===== src/hw/fsbr_pkg.sv =====
package fsbr_pkg;
  // register addresses
  localparam logic [6:0] ADDR_SILICON_REV = 7'h01;
  localparam logic [6:0] ADDR_EXT_CONFIG = 7'h0B;
  localparam logic [6:0] ADDR_MAX_PERIOD_LO = 7'h19;
  localparam logic [6:0] ADDR_MAX_PERIOD_HI = 7'h1A;
  localparam logic [6:0] ADDR_MIN_PERIOD_LO = 7'h1B;
  localparam logic [6:0] ADDR_MIN_PERIOD_HI = 7'h1C;
  localparam logic [6:0] ADDR_MAX_SHUTTER_LO = 7'h1D;
  localparam logic [6:0] ADDR_MAX_SHUTTER_HI = 7'h1E;
  localparam logic [6:0] ADDR_FIRMWARE_REV = 7'h1F;
  localparam logic [6:0] ADDR_RESERVED_FIRST = 7'h20;
  localparam logic [6:0] ADDR_RESERVED_LAST = 7'h3C;

  // extended configuration fields
  localparam int EXT_AGC_OFF_BIT = 0;
  localparam int EXT_MANUAL_RATE_BIT = 1;
  localparam int EXT_BUSY_BIT = 7;
  localparam logic [1:0] EXT_CONFIG_RESET = 2'h0;

  // reset values, before and after firmware download
  localparam logic [7:0] RST_MAX_PERIOD_LO = 8'hE0;
  localparam logic [7:0] RST_MAX_PERIOD_HI = 8'h2E;
  localparam logic [7:0] RST_MIN_PERIOD_LO_PRE = 8'hAC;
  localparam logic [7:0] RST_MIN_PERIOD_LO_POST = 8'h7E;
  localparam logic [7:0] RST_MIN_PERIOD_HI_PRE = 8'h0D;
  localparam logic [7:0] RST_MIN_PERIOD_HI_POST = 8'h0E;
  localparam logic [7:0] RST_MAX_SHUTTER_LO_PRE = 8'h8C;
  localparam logic [7:0] RST_MAX_SHUTTER_LO_POST = 8'h00;
  localparam logic [7:0] RST_MAX_SHUTTER_HI = 8'h20;
  localparam logic [7:0] FIRMWARE_REV_NONE = 8'h00;

  // write limits and settling
  localparam logic [15:0] MIN_PERIOD_FLOOR = 16'h7E0E;
  localparam logic [1:0] SETTLE_FRAMES = 2'h2;

  // host commands
  localparam logic [1:0] OP_READ_PAIR = 2'h0;
  localparam logic [1:0] OP_WRITE_BOUNDS = 2'h1;
  localparam logic [1:0] OP_WRITE_CONFIG = 2'h2;
  localparam logic [1:0] SEL_MAX_PERIOD = 2'h0;
  localparam logic [1:0] SEL_MIN_PERIOD = 2'h1;
  localparam logic [1:0] SEL_MAX_SHUTTER = 2'h2;
  localparam logic [2:0] LAST_BOUND_STEP = 3'h5;
endpackage


===== src/hw/fsbr_if.sv =====
`timescale 1ns/1ns
`default_nettype none
interface fsbr_if;
  logic req;
  logic we;
  logic [6:0] addr;
  logic [7:0] wdata;
  logic [7:0] rdata;
  logic ack;

  modport dev (
    input req,
    input we,
    input addr,
    input wdata,
    output rdata,
    output ack
  );

  modport host (
    output req,
    output we,
    output addr,
    output wdata,
    input rdata,
    input ack
  );
endinterface
`default_nettype wire


===== src/hw/fsbr_device.sv =====
// What this block does
// - min period bound caps frame rate
// - periods counted in clock cycles
// - reads go upper byte then lower
// - write lower, upper, then commit max
// - min period writes within 0x7E0E..0xFFFF
// - reads return last written staged value
// - staged bounds unused until commit write
// - wait two frames before rewriting bounds
// - busy bit in extended config
// - max period at least min plus shutter
// - auto shutter capped at shutter bound
// - agc off uses shutter bound directly
// - firmware revision only when running download
// - reset values depend on firmware state
// - silicon revision readable at 0x01
// - 0x20 to 0x3C reserved
// - commit activates all three bounds together
// - commit busy for rest of current frame plus two complete frames
`timescale 1ns/1ns
`default_nettype none
module fsbr_device #(
  parameter logic [7:0] SILICON_REV = 8'h5A // arbitrary value
) (
  // clock and reset
  input wire logic clk,
  input wire logic rst_n,
  // register port
  fsbr_if.dev bus,
  // firmware state
  input wire logic fw_loaded,
  input wire logic [7:0] firmware_revision_bits,
  // exposure loop
  input wire logic [15:0] shutter_request,
  input wire logic [15:0] frame_period_request,
  output logic [15:0] shutter_value,
  output logic [15:0] frame_period,
  output logic frame_tick,
  output logic bounds_busy
);
  logic [7:0] max_lo_r;
  logic [7:0] max_hi_r;
  logic [7:0] min_lo_r;
  logic [7:0] min_hi_r;
  logic [7:0] sh_lo_r;
  logic [7:0] sh_hi_r;
  logic [1:0] ext_cfg_r;
  logic [15:0] act_max_r;
  logic [15:0] act_min_r;
  logic [15:0] act_sh_r;
  logic pend_r;
  logic [1:0] frames_left_r;
  logic fw_prev_r;
  logic [15:0] frame_cnt_r;
  logic [15:0] shutter_r;
  logic [7:0] rdata_r;
  logic ack_r;

  function automatic logic [15:0] clamp16(input logic [15:0] v, input logic [15:0] lo,
                                          input logic [15:0] hi);
    logic [15:0] r;
    r = v;
    if (r < lo) begin
      r = lo;
    end
    if (r > hi) begin
      r = hi;
    end
    return r;
  endfunction

  // bus decode
  wire wr = bus.req & bus.we;
  wire rd = bus.req & ~bus.we;
  wire wr_max_lo = wr && bus.addr == fsbr_pkg::ADDR_MAX_PERIOD_LO;
  wire wr_max_hi = wr && bus.addr == fsbr_pkg::ADDR_MAX_PERIOD_HI;
  wire wr_min_lo = wr && bus.addr == fsbr_pkg::ADDR_MIN_PERIOD_LO;
  wire wr_min_hi = wr && bus.addr == fsbr_pkg::ADDR_MIN_PERIOD_HI;
  wire wr_sh_lo = wr && bus.addr == fsbr_pkg::ADDR_MAX_SHUTTER_LO;
  wire wr_sh_hi = wr && bus.addr == fsbr_pkg::ADDR_MAX_SHUTTER_HI;
  wire wr_ext = wr && bus.addr == fsbr_pkg::ADDR_EXT_CONFIG;
  // commit completes on the upper max byte, after its lower byte
  wire commit = wr_max_hi;
  wire fw_rise = fw_loaded & ~fw_prev_r;
  wire agc_off = ext_cfg_r[fsbr_pkg::EXT_AGC_OFF_BIT];
  wire manual_rate = ext_cfg_r[fsbr_pkg::EXT_MANUAL_RATE_BIT];
  wire busy = pend_r | (frames_left_r != 2'h0);

  // frame length in clock cycles, rate = clk / period
  wire [15:0] period_auto = clamp16(frame_period_request, act_min_r, act_max_r);
  wire [15:0] period_sel = manual_rate ? act_max_r : period_auto;
  wire [15:0] period_eff = (period_sel == 16'h0000) ? 16'h0001 : period_sel;
  wire frame_end = frame_cnt_r >= period_eff - 16'h0001;

  // shutter cap, or fixed value with agc off
  wire [15:0] shutter_auto = (shutter_request > act_sh_r) ? act_sh_r : shutter_request;
  wire [15:0] shutter_nxt = agc_off ? act_sh_r : shutter_auto;

  // read mux: staged bytes, not active values
  wire [7:0] ext_rd = {busy, 5'h00, ext_cfg_r};
  wire [7:0] fw_rd = fw_loaded ? firmware_revision_bits : fsbr_pkg::FIRMWARE_REV_NONE;
  wire in_reserved = bus.addr >= fsbr_pkg::ADDR_RESERVED_FIRST &&
                     bus.addr <= fsbr_pkg::ADDR_RESERVED_LAST;
  logic [7:0] rd_mux;
  always_comb begin
    rd_mux = 8'h00;
    if (!in_reserved) begin
      unique case (bus.addr)
        fsbr_pkg::ADDR_SILICON_REV: rd_mux = SILICON_REV;
        fsbr_pkg::ADDR_EXT_CONFIG: rd_mux = ext_rd;
        fsbr_pkg::ADDR_MAX_PERIOD_LO: rd_mux = max_lo_r;
        fsbr_pkg::ADDR_MAX_PERIOD_HI: rd_mux = max_hi_r;
        fsbr_pkg::ADDR_MIN_PERIOD_LO: rd_mux = min_lo_r;
        fsbr_pkg::ADDR_MIN_PERIOD_HI: rd_mux = min_hi_r;
        fsbr_pkg::ADDR_MAX_SHUTTER_LO: rd_mux = sh_lo_r;
        fsbr_pkg::ADDR_MAX_SHUTTER_HI: rd_mux = sh_hi_r;
        fsbr_pkg::ADDR_FIRMWARE_REV: rd_mux = fw_rd;
        default: rd_mux = 8'h00;
      endcase
    end
  end

  // bus answer one cycle after the request
  always_ff @(posedge clk or negedge rst_n) begin
    if (!rst_n) begin
      ack_r <= 1'b0;
      rdata_r <= 8'h00;
    end else begin
      ack_r <= bus.req;
      if (rd) begin
        rdata_r <= rd_mux;
      end
    end
  end

  assign bus.ack = ack_r;
  assign bus.rdata = rdata_r;

  // staged max period and config
  always_ff @(posedge clk or negedge rst_n) begin
    if (!rst_n) begin
      max_lo_r <= fsbr_pkg::RST_MAX_PERIOD_LO;
      max_hi_r <= fsbr_pkg::RST_MAX_PERIOD_HI;
      ext_cfg_r <= fsbr_pkg::EXT_CONFIG_RESET;
      fw_prev_r <= 1'b0;
    end else begin
      fw_prev_r <= fw_loaded;
      if (wr_max_lo) begin
        max_lo_r <= bus.wdata;
      end
      if (wr_max_hi) begin
        max_hi_r <= bus.wdata;
      end
      if (wr_ext) begin
        ext_cfg_r <= bus.wdata[1:0];
      end
    end
  end

  // staged min period and shutter; firmware load reloads min period and lower shutter byte defaults
  always_ff @(posedge clk or negedge rst_n) begin
    if (!rst_n) begin
      min_lo_r <= fsbr_pkg::RST_MIN_PERIOD_LO_PRE;
      min_hi_r <= fsbr_pkg::RST_MIN_PERIOD_HI_PRE;
      sh_lo_r <= fsbr_pkg::RST_MAX_SHUTTER_LO_PRE;
      sh_hi_r <= fsbr_pkg::RST_MAX_SHUTTER_HI;
    end else if (fw_rise) begin
      min_lo_r <= fsbr_pkg::RST_MIN_PERIOD_LO_POST;
      min_hi_r <= fsbr_pkg::RST_MIN_PERIOD_HI_POST;
      sh_lo_r <= fsbr_pkg::RST_MAX_SHUTTER_LO_POST;
    end else begin
      if (wr_min_lo) begin
        min_lo_r <= bus.wdata;
      end
      if (wr_min_hi) begin
        min_hi_r <= bus.wdata;
      end
      if (wr_sh_lo) begin
        sh_lo_r <= bus.wdata;
      end
      if (wr_sh_hi) begin
        sh_hi_r <= bus.wdata;
      end
    end
  end

  // active bounds change at the first frame end after a commit; firmware load reloads active min period and shutter
  always_ff @(posedge clk or negedge rst_n) begin
    if (!rst_n) begin
      act_max_r <= {fsbr_pkg::RST_MAX_PERIOD_HI, fsbr_pkg::RST_MAX_PERIOD_LO};
      act_min_r <= {fsbr_pkg::RST_MIN_PERIOD_HI_PRE, fsbr_pkg::RST_MIN_PERIOD_LO_PRE};
      act_sh_r <= {fsbr_pkg::RST_MAX_SHUTTER_HI, fsbr_pkg::RST_MAX_SHUTTER_LO_PRE};
    end else if (fw_rise) begin
      act_min_r <= {fsbr_pkg::RST_MIN_PERIOD_HI_POST, fsbr_pkg::RST_MIN_PERIOD_LO_POST};
      act_sh_r <= {fsbr_pkg::RST_MAX_SHUTTER_HI, fsbr_pkg::RST_MAX_SHUTTER_LO_POST};
    end else if (pend_r && frame_end) begin
      act_max_r <= {max_hi_r, max_lo_r};
      act_min_r <= {min_hi_r, min_lo_r};
      act_sh_r <= {sh_hi_r, sh_lo_r};
    end
  end

  // settle tracking: pending, then two complete frames
  always_ff @(posedge clk or negedge rst_n) begin
    if (!rst_n) begin
      pend_r <= 1'b0;
      frames_left_r <= 2'h0;
    end else if (commit) begin
      pend_r <= 1'b1;
      frames_left_r <= 2'h0;
    end else if (frame_end) begin
      if (pend_r) begin
        pend_r <= 1'b0;
        frames_left_r <= fsbr_pkg::SETTLE_FRAMES;
      end else if (frames_left_r != 2'h0) begin
        frames_left_r <= frames_left_r - 2'h1;
      end
    end
  end

  // frame timer and shutter output
  always_ff @(posedge clk or negedge rst_n) begin
    if (!rst_n) begin
      frame_cnt_r <= 16'h0000;
      shutter_r <= 16'h0000;
    end else begin
      frame_cnt_r <= frame_end ? 16'h0000 : frame_cnt_r + 16'h0001;
      shutter_r <= shutter_nxt;
    end
  end

  assign frame_tick = frame_end;
  assign frame_period = act_max_r == 16'h0000 ? 16'h0000 : period_eff;
  assign shutter_value = shutter_r;
  assign bounds_busy = busy;
endmodule
`default_nettype wire


===== src/flat_wrapper.sv =====
// flat-port wrapper written by rule: the top's interface ports become plain ports
module fsbr_device_flat 
#(
  parameter logic [7:0] SILICON_REV = 8'h5A                   
)
  (clk, rst_n, fw_loaded, firmware_revision_bits, shutter_request, frame_period_request, shutter_value, frame_period, frame_tick, bounds_busy, bus_req, bus_we, bus_addr, bus_wdata, bus_rdata, bus_ack);
  fsbr_if bus_i ();
  input wire logic clk;
  input wire logic rst_n;
  input wire logic fw_loaded;
  input wire logic [7:0] firmware_revision_bits;
  input wire logic [15:0] shutter_request;
  input wire logic [15:0] frame_period_request;
  output logic [15:0] shutter_value;
  output logic [15:0] frame_period;
  output logic frame_tick;
  output logic bounds_busy;
  input wire logic [$bits(bus_i.req)-1:0] bus_req;
  input wire logic [$bits(bus_i.we)-1:0] bus_we;
  input wire logic [$bits(bus_i.addr)-1:0] bus_addr;
  input wire logic [$bits(bus_i.wdata)-1:0] bus_wdata;
  output wire logic [$bits(bus_i.rdata)-1:0] bus_rdata;
  output wire logic [$bits(bus_i.ack)-1:0] bus_ack;
  assign bus_i.req = bus_req;
  assign bus_i.we = bus_we;
  assign bus_i.addr = bus_addr;
  assign bus_i.wdata = bus_wdata;
  assign bus_rdata = bus_i.rdata;
  assign bus_ack = bus_i.ack;
  fsbr_device #(.SILICON_REV(SILICON_REV)) u_core (.clk(clk), .rst_n(rst_n), .bus(bus_i), .fw_loaded(fw_loaded), .firmware_revision_bits(firmware_revision_bits), .shutter_request(shutter_request), .frame_period_request(frame_period_request), .shutter_value(shutter_value), .frame_period(frame_period), .frame_tick(frame_tick), .bounds_busy(bounds_busy));
endmodule

===== config.mk =====
export PLATFORM = sky130hd
export DESIGN_NAME = fsbr_device_flat
export DESIGN_NICKNAME = d
export VERILOG_FILES = /design/src/hw/fsbr_pkg.sv /design/src/hw/fsbr_if.sv /design/src/hw/fsbr_device.sv /design/src/flat_wrapper.sv
export SDC_FILE = /design/constraint.sdc
export NUM_CORES = 1
export LEC_CHECK = 0
export BUFFER_PORTS_ARGS = -buffer_cell sky130_fd_sc_hd__buf_2
export CAP_MARGIN = 20
export CELL_PAD_IN_SITES_DETAIL_PLACEMENT = 0
export CELL_PAD_IN_SITES_GLOBAL_PLACEMENT = 1
export CORE_MARGIN = 3
export CORE_UTILIZATION = 45
export DETAILED_ROUTE_END_ITERATION = 8
export GPL_TIMING_DRIVEN = 1
export PLACE_DENSITY = 0.82
export SKIP_LAST_GASP = 1
export SLEW_MARGIN = 20
export SYNTH_ARGS = -nofsm -noshare
export SYNTH_HDL_FRONTEND = slang
export SYNTH_SLANG_ARGS = --single-unit
export TNS_END_PERCENT = 5

===== constraint.sdc =====
create_clock -name clk -period 12.17 [get_ports clk]
set_clock_uncertainty 0.2 [all_clocks]
set_input_delay 1.8255 -clock clk [delete_from_list [all_inputs] [get_ports clk]]
set_output_delay 1.8255 -clock clk [all_outputs]
set_load 0.05 [all_outputs]

==> results.tsv, run 1 <==
metric	value	unit
reg2reg_slack	3.08	ns
cp_common_cell	ha_1	
cts_resized	0	
hold_path_class	reg2reg	
crit_path_start_kind	input port	
final_hold_viol_count	0	
vias_per_cell	5.72	
clkTransAtPathRegs	0.07	ns
max_slew_margin	26.0	%
fin_ws	0.810	ns
final_common_cell	nand2_1	
drv_slew	0	
drtIter0Drc	590	
row_count	51	
synth_top_family_by_area	simple AND/OR/NAND/NOR gates	
critical-path-top-delay-family	compound AO/OA/AOI/OAI gates	
timing.final.crit_share	93.3	%
gr-total-overflow	0	
multiInputGateArea	5180	µm²
start_util	46.5	%
synth_compound_area_share	13.9	%
antenna_found_initial	0	
synth_xor_area_share	2.09	%
cts_buffers	17	
cp_slowest_stage_delay	0.66	ns
core	19800	µm²
critPathMaxFanout	27	
syn_avg_cell_area	9.60	µm²
worst_slew_pin_slew	1.11	ns
finalSetupViolCount	0	
async_reset_ff_share	100	%
synth_fa_ha_area_share	8.97	%
cts_htree_levels	4	
nNetsFinal	1169	
gp_congestion	0.925	
synth_cell_types	65	
period_needed	11.36	ns
synth.cell_area	9210	µm²
cellLeakagePower	0.00489	µW
fmax	0.0880	GHz
grt_max_degree	88	
post-cts-setup-buffers	0	
grt_usage	23.0	%
synth_cells	959	
synthMuxAreaShare	13.5	%
rsz0062_at_grt	no	
synth-simple-area-share	17.4	%
die-area	22200	µm²
pre_cts_slack	0.836	ns
ys.flop_type	dfrtp_1	
avgRoutedWirePerCell	19.3	µm
cellPowerDensity	276	nW/µm²
cp_data_required_time	10.14	ns
grt_pass1_wl	40400	µm
drive_gt1_share	25.3	%
tns	0	ns
areaGrowthSynthToFinish	14.6	%
yosys_register_bits	143	
die-height	149	µm
pin_count	103	
ys_warn_count	0	
cts_tree	done	
vias	7557	
holdBufCountCts	0	
regArea	3620	µm²
cap_violations	0	
antenna_cells	0	
die_x	149	µm
worstPathArrival	9.33	ns
port_buffers	102	
dp_hpwl	18900	µm
cts.sinks	143	
final_util	53.4	%
crit_slowest_cell	o21ai_4	
antenna_left	0	
setup.worst_path.end_class	output port	
worst-path-buf-inv	3	
cts_buffer_depth	2	
final_cell_mix	116 x nand2_1, 107 x dfrtp_1, 101 x buf_2	
wirelength	25400	µm
firstDrtPassIters	5	
seq_area_frac_synth	39.4	%
worstSkewPairLatency	0.43	ns
fillers	1857	
syn_nets	1085	
irDropWorstVdd	0.164	mV
cts-root-buf	clkbuf_16	
drc	0	
outcome	finished, final reports clean	
crit_type	in2out	
synth-edff-count	0	
whs	0.275	ns
first_global_vias	7275	
-- logic make-up after synthesis --
| kind of cell | Yosys count |
|---|---|
| XOR/XNOR | 22 |
| buffers and inverters | 102 |
| flip-flops | 143 |
| adder cells (fa/ha/maj) | 66 |
| AO/OA/AOI/OAI | 171 |
| AND/OR/NAND/NOR | 346 |
| multiplexers | 109 |
-- cells in the mapped netlist, types with 2 or more instances --
| master | instances | area share [%] |
|---|---|---|
| nand2_1 | 116 | 4.7 |
| dfrtp_1 | 107 | 29 |
| nor2_1 | 83 | 3.4 |
| nand3_1 | 72 | 3.9 |
| ha_1 | 66 | 9.0 |
| mux2_2 | 64 | 7.8 |
| inv_1 | 56 | 2.3 |
| a21oi_1 | 39 | 2.1 |
| mux2i_1 | 39 | 4.2 |
| dfstp_2 | 36 | 10 |
| clkbuf_1 | 33 | 1.3 |
| a311o_1 | 22 | 2.4 |
| o211ai_1 | 21 | 1.7 |
| a21o_1 | 20 | 1.6 |
| o21ai_0 | 20 | 1.1 |
| nor3_1 | 18 | 0.98 |
| xor2_1 | 15 | 1.4 |
| nand4_1 | 14 | 0.95 |
| nor2b_1 | 9 | 0.61 |
| a221oi_1 | 7 | 0.67 |
| a222oi_1 | 7 | 0.76 |
| and2_1 | 7 | 0.48 |
| nand2b_1 | 7 | 0.48 |
| xnor2_1 | 7 | 0.67 |
| a31oi_1 | 6 | 0.41 |
| a22oi_1 | 5 | 0.41 |
| buf_2 | 5 | 0.27 |
| mux2i_4 | 5 | 1.2 |
| and3_1 | 4 | 0.27 |
| o21a_1 | 4 | 0.33 |
| a211oi_1 | 3 | 0.24 |
| buf_4 | 3 | 0.24 |
| buf_6 | 3 | 0.37 |
| nor4_1 | 3 | 0.20 |
| and4_1 | 2 | 0.19 |
| o211ai_2 | 2 | 0.27 |
-- sequential cells by signal, summed over array words and instances, names as in the netlist --
register	cells
u_core.act_max_r	16
u_core.act_min_r	16
u_core.act_sh_r	16
u_core.frame_cnt_r	16
u_core.shutter_value	16
u_core.bus.rdata	8
u_core.max_hi_r	8
u_core.max_lo_r	8
u_core.min_hi_r	8
u_core.min_lo_r	8
u_core.sh_hi_r	8
u_core.sh_lo_r	8
u_core.ext_cfg_r	2
u_core.frames_left_r	2
u_core.bus.ack	1
u_core.fw_prev_r	1
u_core.pend_r	1
-- report_power, final --
group	internal [µW]	switching (µW)
combinational	704	1010
sequential	576	89.4
clock	309	225
-- through the flow --
| step | cell area, µm² | instances | power [µW] |
|---|---|---|---|
| after floorplan | 9210 | 959 | 2020 |
| after global placement | 9920 | 1288 | 2350 |
| after detailed placement | 9920 | 1288 | 2380 |
| after CTS | 10500 | 1320 | 2920 |
| after global routing | 10600 | 1321 | 3140 |
| final | 10600 | 1321 | 2910 |
-- metal layers --
layer | part of all wire, % | routed length [µm] | track usage [%]
met1 | 46 | 11700 | 32.8
met2 | 48 | 12100 | 36.9
met3 | 4.5 | 1150 | 3.01
met4 | 1.7 | 441 | 6.77
met5 | 0 | 0 | 0
-- path summary, 6_finish.rpt --
| path | from | endpoint | depth (start not counted) |
|---|---|---|---|
| min in group asynchronous | rst_n | u_core.frame_cnt_r[4] | 1 |
| worst min-delay path | u_core.bus.rdata[2] | u_core.bus.rdata[2] | 1 |
| worst max register to register | u_core.act_min_r[7] | u_core.act_max_r[14] | 30 |
| worst min register to register | u_core.bus.rdata[2] | u_core.bus.rdata[2] | 1 |
| worst max-delay path | frame_period_request[7] | frame_tick | 29 |
| max in group asynchronous | rst_n | u_core.max_lo_r[6] | 3 |
-- final cells by class --
type	count	share of cell area, %
Multi-Input combinational cell	714	49.1
Sequential cell	143	34.3
Timing Repair Buffer	111	5.73
Clock buffer	17	4.03
Tap cell	265	3.14
Inverter	56	1.99
Clock inverter	15	1.67
(Power assumes the default switching activity.)
==> inputs of run 2 (changes only) <==
==> constraint.sdc (replaced) <==
create_clock -name clk -period 12.17 [get_ports clk]
set_clock_uncertainty 0.2 [all_clocks]
set_input_delay 0.6085 -clock clk [delete_from_list [all_inputs] [get_ports clk]]
set_output_delay 0.6085 -clock clk [all_outputs]
set_load 0.05 [all_outputs]
==> results.tsv, run 2 (synthesis results as in run 1) <==
metric	value	unit	change
worstSkewPairLatency	0.44	ns	was 0.43 ns
cts.sinks	143		unchanged
finalSetupViolCount	0		unchanged
cts_resized	0		unchanged
die-height	149	µm	unchanged
die-area	22200	µm²	unchanged
port_buffers	102		unchanged
cts_buffer_depth	2		unchanged
dp_hpwl	18700	µm	was 18900 µm
core	19800	µm²	unchanged
hp-start	bus_req		was u_core.bus.rdata[2]
gr-total-overflow	0		unchanged
cts-root-buf	clkbuf_16		unchanged
hold_path_class	in2reg		was reg2reg
final_hold_viol_count	0		unchanged
outcome	finished, final reports clean		unchanged
highest-signal-layer	met4		unchanged
dpl_cell_area	9910	µm²	was 9920 µm²
worstPathArrival	8.87	ns	was 9.33 ns
crit_path_start_kind	flop		was input port
reg2reg_slack	3.08	ns	about the same
final_common_cell	nand2_1		unchanged
period_needed	9.68	ns	was 11.36 ns
rsz0062_at_grt	no		unchanged
gp_congestion	0.932		was 0.925
cts_htree_levels	4		unchanged
wl_met1	11500	µm	was 11700 µm
nNetsFinal	1167		was 1169
antenna_left	0		unchanged
antenna_found_initial	0		unchanged
design_area	10500	µm²	was 10600 µm²
avgRoutedWirePerCell	19.1	µm	was 19.3 µm
crit_type	reg2out		was in2out
cellLeakagePower	0.00487	µW	was 0.00489 µW
wirelength	25200	µm	was 25400 µm
firstDrtPassIters	6		was 5
grt_pass1_wl	40200	µm	was 40400 µm
vias_per_cell	5.77		was 5.72
drc	0		unchanged
r2r_cells	26		was 30
drive_gt1_share	24.9	%	was 25.3%
setup.worst_path.end_class	output port		unchanged
irDropWorstVdd	0.223	mV	was 0.164 mV
antenna_cells	0		unchanged
tns	0	ns	unchanged
die_x	149	µm	unchanged
min_to	u_core.bus.ack		was u_core.bus.rdata[2]
max_slew_margin	26.9	%	was 26.0%
first_global_vias	7289		was 7275
worst_slew_pin_slew	1.09	ns	was 1.11 ns
grt_max_degree	88		unchanged
post-cts-setup-buffers	0		unchanged
cellPowerDensity	275	nW/µm²	was 276 nW/µm²
timing.final.crit_share	79.5	%	was 93.3%
clkTransAtPathRegs	0.06	ns	was 0.07 ns
reg2reg_from	u_core.act_min_r[7]		unchanged
vias	7616		was 7557
fmax	0.103	GHz	was 0.0880 GHz
min_path_cells	1		unchanged
row_count	51		unchanged
final_cell_mix	116 x nand2_1, 107 x dfrtp_1, 101 x buf_2		unchanged
grt_usage	23.1	%	was 23.0%
cp_data_required_time	11.36	ns	was 10.14 ns
dr_wl_met2	11900	µm	was 12100 µm
cts_buffers	17		unchanged
drv_slew	0		unchanged
dr_wl_met3	1390	µm	was 1150 µm
pin_count	103		unchanged
drtIter0Drc	489		was 590
critPathMaxFanout	38		was 27
cts_tree	done		unchanged
cap_violations	0		unchanged
areaGrowthSynthToFinish	14.2	%	was 14.6%
start_util	46.5	%	unchanged
worstReg2RegEnd	u_core.act_max_r[12]		was u_core.act_max_r[14]
## run 2: routing by layer
layer,global-route usage [%],vias to the layer above
met5,0,-
met4,6.09,0
met3,3.95,37
met2,37.0,230
met1,32.6,3714
li1,-,3635
## run 2: worst max path at each step
stage | start | to | slack (ns)
detailed placement | frame_period_request[7] | frame_tick | 2.88
global placement | frame_period_request[7] | frame_tick | 2.97
global route | u_core.act_min_r[7] | frame_tick | 1.91
floorplan | frame_period_request[7] | frame_tick | 4.52
finish | u_core.act_min_r[7] | frame_tick | 2.49
CTS | u_core.act_min_r[7] | frame_tick | 2.50
## run 2: repair_timing
item	in CTS	in global routing
endpoints found under the hold margin	1	0
endpoints found under the setup margin	0	0
hold buffers	1	0
## run 2: worst max-delay path: stages (launching register included)
cell and delay [ns]:
dfstp_2 0.59, inv_1 0.08, ha_1 0.31, nand4_1 0.10, o311a_1 0.39, o21ai_4 0.65
mux2_2 0.45, ha_1 0.30, nand2_1 0.07, o21bai_1 0.16, a211oi_1 0.36, a2111oi_4 0.11
nor2_4 0.75, mux2i_4 0.50, and4b_1 0.38, a31oi_1 0.18, ha_1 0.31, ha_1 0.28
a21o_1 0.16, a21o_1 0.16, a21o_1 0.16, a21o_1 0.17, a2111oi_2 0.52, o31ai_4 0.12
buf_4 0.31, or2_1 0.52, buf_2 0.33
## run 2: where the power goes
part / internal [µW] / switching (µW) / total, µW
Clock: 315 / 211 / 526
Sequential: 576 / 88.1 / 664
Combinational: 696 / 999 / 1700
## run 2: metrics by stage
stage / hold slack, ns / utilization (%) / instances / worst slack (ns) / power, µW
4_1_cts: 0.101 / 53.1 / 1319 / 2.50 / 2900
5_1_grt: 0.104 / 53.1 / 1319 / 1.91 / 3140
3_5_place_dp: 0.266 / 50.1 / 1286 / 2.88 / 2360
2_1_floorplan: 0.113 / - / 959 / 4.52 / 2020
3_3_place_gp: 0.259 / 50.1 / 1286 / 2.97 / 2340
6_report: 0.112 / 53.1 / 1319 / 2.49 / 2890
## run 2: layout make-up
type | instances | area (µm²)
clock buffer | 21 | 460
clock inverter | 11 | 133
fill | 1850 | 9270
inverter | 56 | 210
multi-input combinational | 714 | 5180
sequential | 143 | 3620
tap | 265 | 332
timing repair buffer | 109 | 572
==> inputs of run 3 (changes only) <==
ABC_AREA = 1   (was not set)
CORE_UTILIZATION = 40   (was 45)
PLACE_DENSITY = 0.8   (was 0.82)
clock period = 8.5 ns   (was 12.17 ns; I/O delays follow)
==> results.tsv, run 3 <==
metric	value	unit	change
synth_most_common_cell	nand2_1		unchanged
timing.final.crit_share	90.0	%	
pin_count	103		unchanged
seq_area_frac_synth	41.7	%	was 39.4%
antenna_found_initial	0		unchanged
tns	0	ns	unchanged
gr-total-overflow	0		unchanged
fmax	0.131	GHz	
port_buffers	102		unchanged
wirelength	23500	µm	was 25200 µm
core	21200	µm²	was 19800 µm²
row_count	53		was 51
outcome	finished, final reports clean		unchanged
crit_type	reg2reg		was reg2out
drc	0		unchanged
die_x	153	µm	was 149 µm
async_reset_ff_share	100	%	unchanged
swShare	42.7	%	was 45.0%
finalSetupViolCount	0		unchanged
cts_resized	0		unchanged
cts_buffer_depth	2		unchanged
nNetsFinal	1299		was 1167
cts_buffers	17		unchanged
cp-startpoint	u_core.act_min_r[11]		was u_core.act_min_r[7]
crit_path_start_kind	flop		unchanged
final_common_cell	nand2_1		unchanged
drv_slew	0		unchanged
rsz0062_at_grt	no		unchanged
grt_usage	20.2	%	was 23.1%
synth_cells	1072		was 959
cap_violations	0		unchanged
grt_max_degree	77		was 88
vias	7278		was 7616
synth_cell_types	49		was 65
start_util	41.0	%	was 46.5%
reg2reg_from	u_core.act_min_r[11]		was u_core.act_min_r[7]
cp_common_cell	nand2_1		
vias_per_cell	4.98		was 5.77
critical-path-top-delay-family	simple AND/OR/NAND/NOR gates		was compound AO/OA/AOI/OAI gates
antenna_cells	0		unchanged
netlist.area_leader.share	30.8	%	was 29.1%
final_hold_viol_count	0		unchanged
drtIter0Drc	531		was 489
die-area	23500	µm²	was 22200 µm²
clkTransAtPathRegs	0.06	ns	about the same
avgRoutedWirePerCell	16.1	µm	was 19.1 µm
max_slew_margin	38.5	%	was 26.9%
cellLeakagePower	0.00514	µW	was 0.00487 µW
hold_path_class	in2reg		unchanged
cp_slowest_stage_delay	0.51	ns	was 0.75 ns
pwr-share-seq	31.5	%	was 23.0%
areaGrowthSynthToFinish	15.6	%	was 14.2%
worst-path-buf-inv	6		was 3
first_global_vias	7117		was 7289
synth.area.top_cells	dfrtp_1 31%, dfstp_2 11%, ha_1 9.5%		was dfrtp_1 29%, dfstp_2 10%, ha_1 9.0%
cellPowerDensity	268	nW/µm²	was 275 nW/µm²
switchingPower	1150	µW	was 1300 µW
cp_data_required_time	8.64	ns	was 11.36 ns
irDropWorstVdd	0.119	mV	was 0.223 mV
p_comb_share	42.2	%	was 58.8%
antenna_left	0		unchanged
post-cts-setup-buffers	0		unchanged
gp_congestion	0.920		was 0.932
power_frac_clock	26.2	%	was 18.2%
syn_avg_cell_area	8.10	µm²	was 9.60 µm²
final_cell_mix	200 x nand2_1, 193 x inv_1, 107 x dfrtp_1		was 116 x nand2_1, 107 x dfrtp_1, 101 x buf_2
hp-start	bus_wdata[4]		was bus_req
critPathMaxFanout	44		was 38
ys.flop_type	dfrtp_1		unchanged
syn_nets	1198		was 1085
cts_tree	done		unchanged
synth_commonest_cells	200 x nand2_1, 193 x inv_1, 107 x dfrtp_1		was 116 x nand2_1, 107 x dfrtp_1, 83 x nor2_1
cts.sinks	143		unchanged
finalPower	2690	µW	was 2890 µW
dp_hpwl	18300	µm	was 18700 µm
cts_htree_levels	4		unchanged
setup.worst_path.end_class	flop		was output port
synth-edff-count	0		unchanged
intPower	1540	µW	was 1590 µW
period_needed	7.65	ns	
die-height	153	µm	was 149 µm
yosys_register_bits	143		unchanged
worstPathArrival	7.79	ns	was 8.87 ns
grt_pass1_wl	38000	µm	was 40200 µm
synth.cell_area	8680	µm²	was 9210 µm²
worst_slew_pin_slew	0.920	ns	was 1.09 ns
ys_warn_count	0		unchanged
worstSkewPairLatency	0.42	ns	was 0.44 ns
holdBufCountCts	3		was 1
cts-root-buf	clkbuf_16		unchanged
firstDrtPassIters	7		was 6
crit_slowest_cell	dfstp_2		was nor2_4
drive_gt1_share	20.7	%	was 24.9%
yosysTopAreaCell	dfrtp_1		unchanged
[run 3: final cells by class]
cell class | instances | area, µm²
Sequential cell | 143 | 3620
Clock inverter | 13 | 113
Inverter | 199 | 747
Clock buffer | 19 | 443
Timing Repair Buffer | 110 | 584
Fill cell | 2072 | 11100
Tap cell | 275 | 344
Multi-Input combinational cell | 702 | 4180
[run 3: cells by family (layout without fill, tap and decap cells)]
kind of cell,after synthesis,count (layout),synth area share (%)
compound gates,207,207,14.3
xor+xnor,11,11,1.11
buf+inv,227,341,10.2
mux,6,6,0.778
fa+ha+maj,66,66,9.51
simple gates,412,412,22.3
flops,143,143,41.7
[run 3: routing by layer]
metal	track usage, %	vias to the layer above	wire length [µm]
met5	0	-	0
met4	5.05	0	285
met3	3.74	20	1120
met2	29.2	164	9850
met1	31.3	3393	12200
li1	-	3701	-
[run 3: worst paths after layout]
check	endpoint	slack, ns	depth (start not counted)
setup / recovery	u_core.act_sh_r[0]	0.85	41
min in group asynchronous	u_core.frame_cnt_r[3]	0.41	2
hold reg to reg	u_core.frame_cnt_r[0]	0.30	1
setup reg to reg	u_core.act_sh_r[0]	0.85	41
hold / removal	u_core.sh_hi_r[4]	0.07	3
max in group asynchronous	u_core.shutter_value[5]	6.28	3
[run 3: worst register-to-register path: cells and delay by family (launching register included)]
kind	cells	cell delay [ns]
simple gates	22	2.48
compound gates	8	1.97
buf+inv	6	1.23
fa+ha+maj	4	1.08
flops	1	0.51
xor+xnor	1	0.08
[run 3: per-stage QoR]
stage	worst slack, ns	utilization, %	cells	hold slack, ns	area (µm²)
5_1_grt	0.133	47.4	1461	0.0670	10000
3_3_place_gp	1.02	44.6	1426	0.287	9440
3_5_place_dp	0.872	44.6	1426	0.289	9440
4_1_cts	0.849	47.4	1461	0.0424	10000
2_1_floorplan	2.18	-	1072	-0.0706	8680
6_report	0.848	47.4	1461	0.0663	10000
[run 3: power groups by stage]
| stage | combinational (µW) | sequential [µW] | clock, µW |
|---|---|---|---|
| floorplan | 816 | 886 | 0 |
| finish | 1140 | 848 | 706 |
| CTS | 1140 | 848 | 720 |
| global placement | 1120 | 857 | 0 |
| detailed placement | 1130 | 859 | 0 |
| global route | 1260 | 859 | 752 |
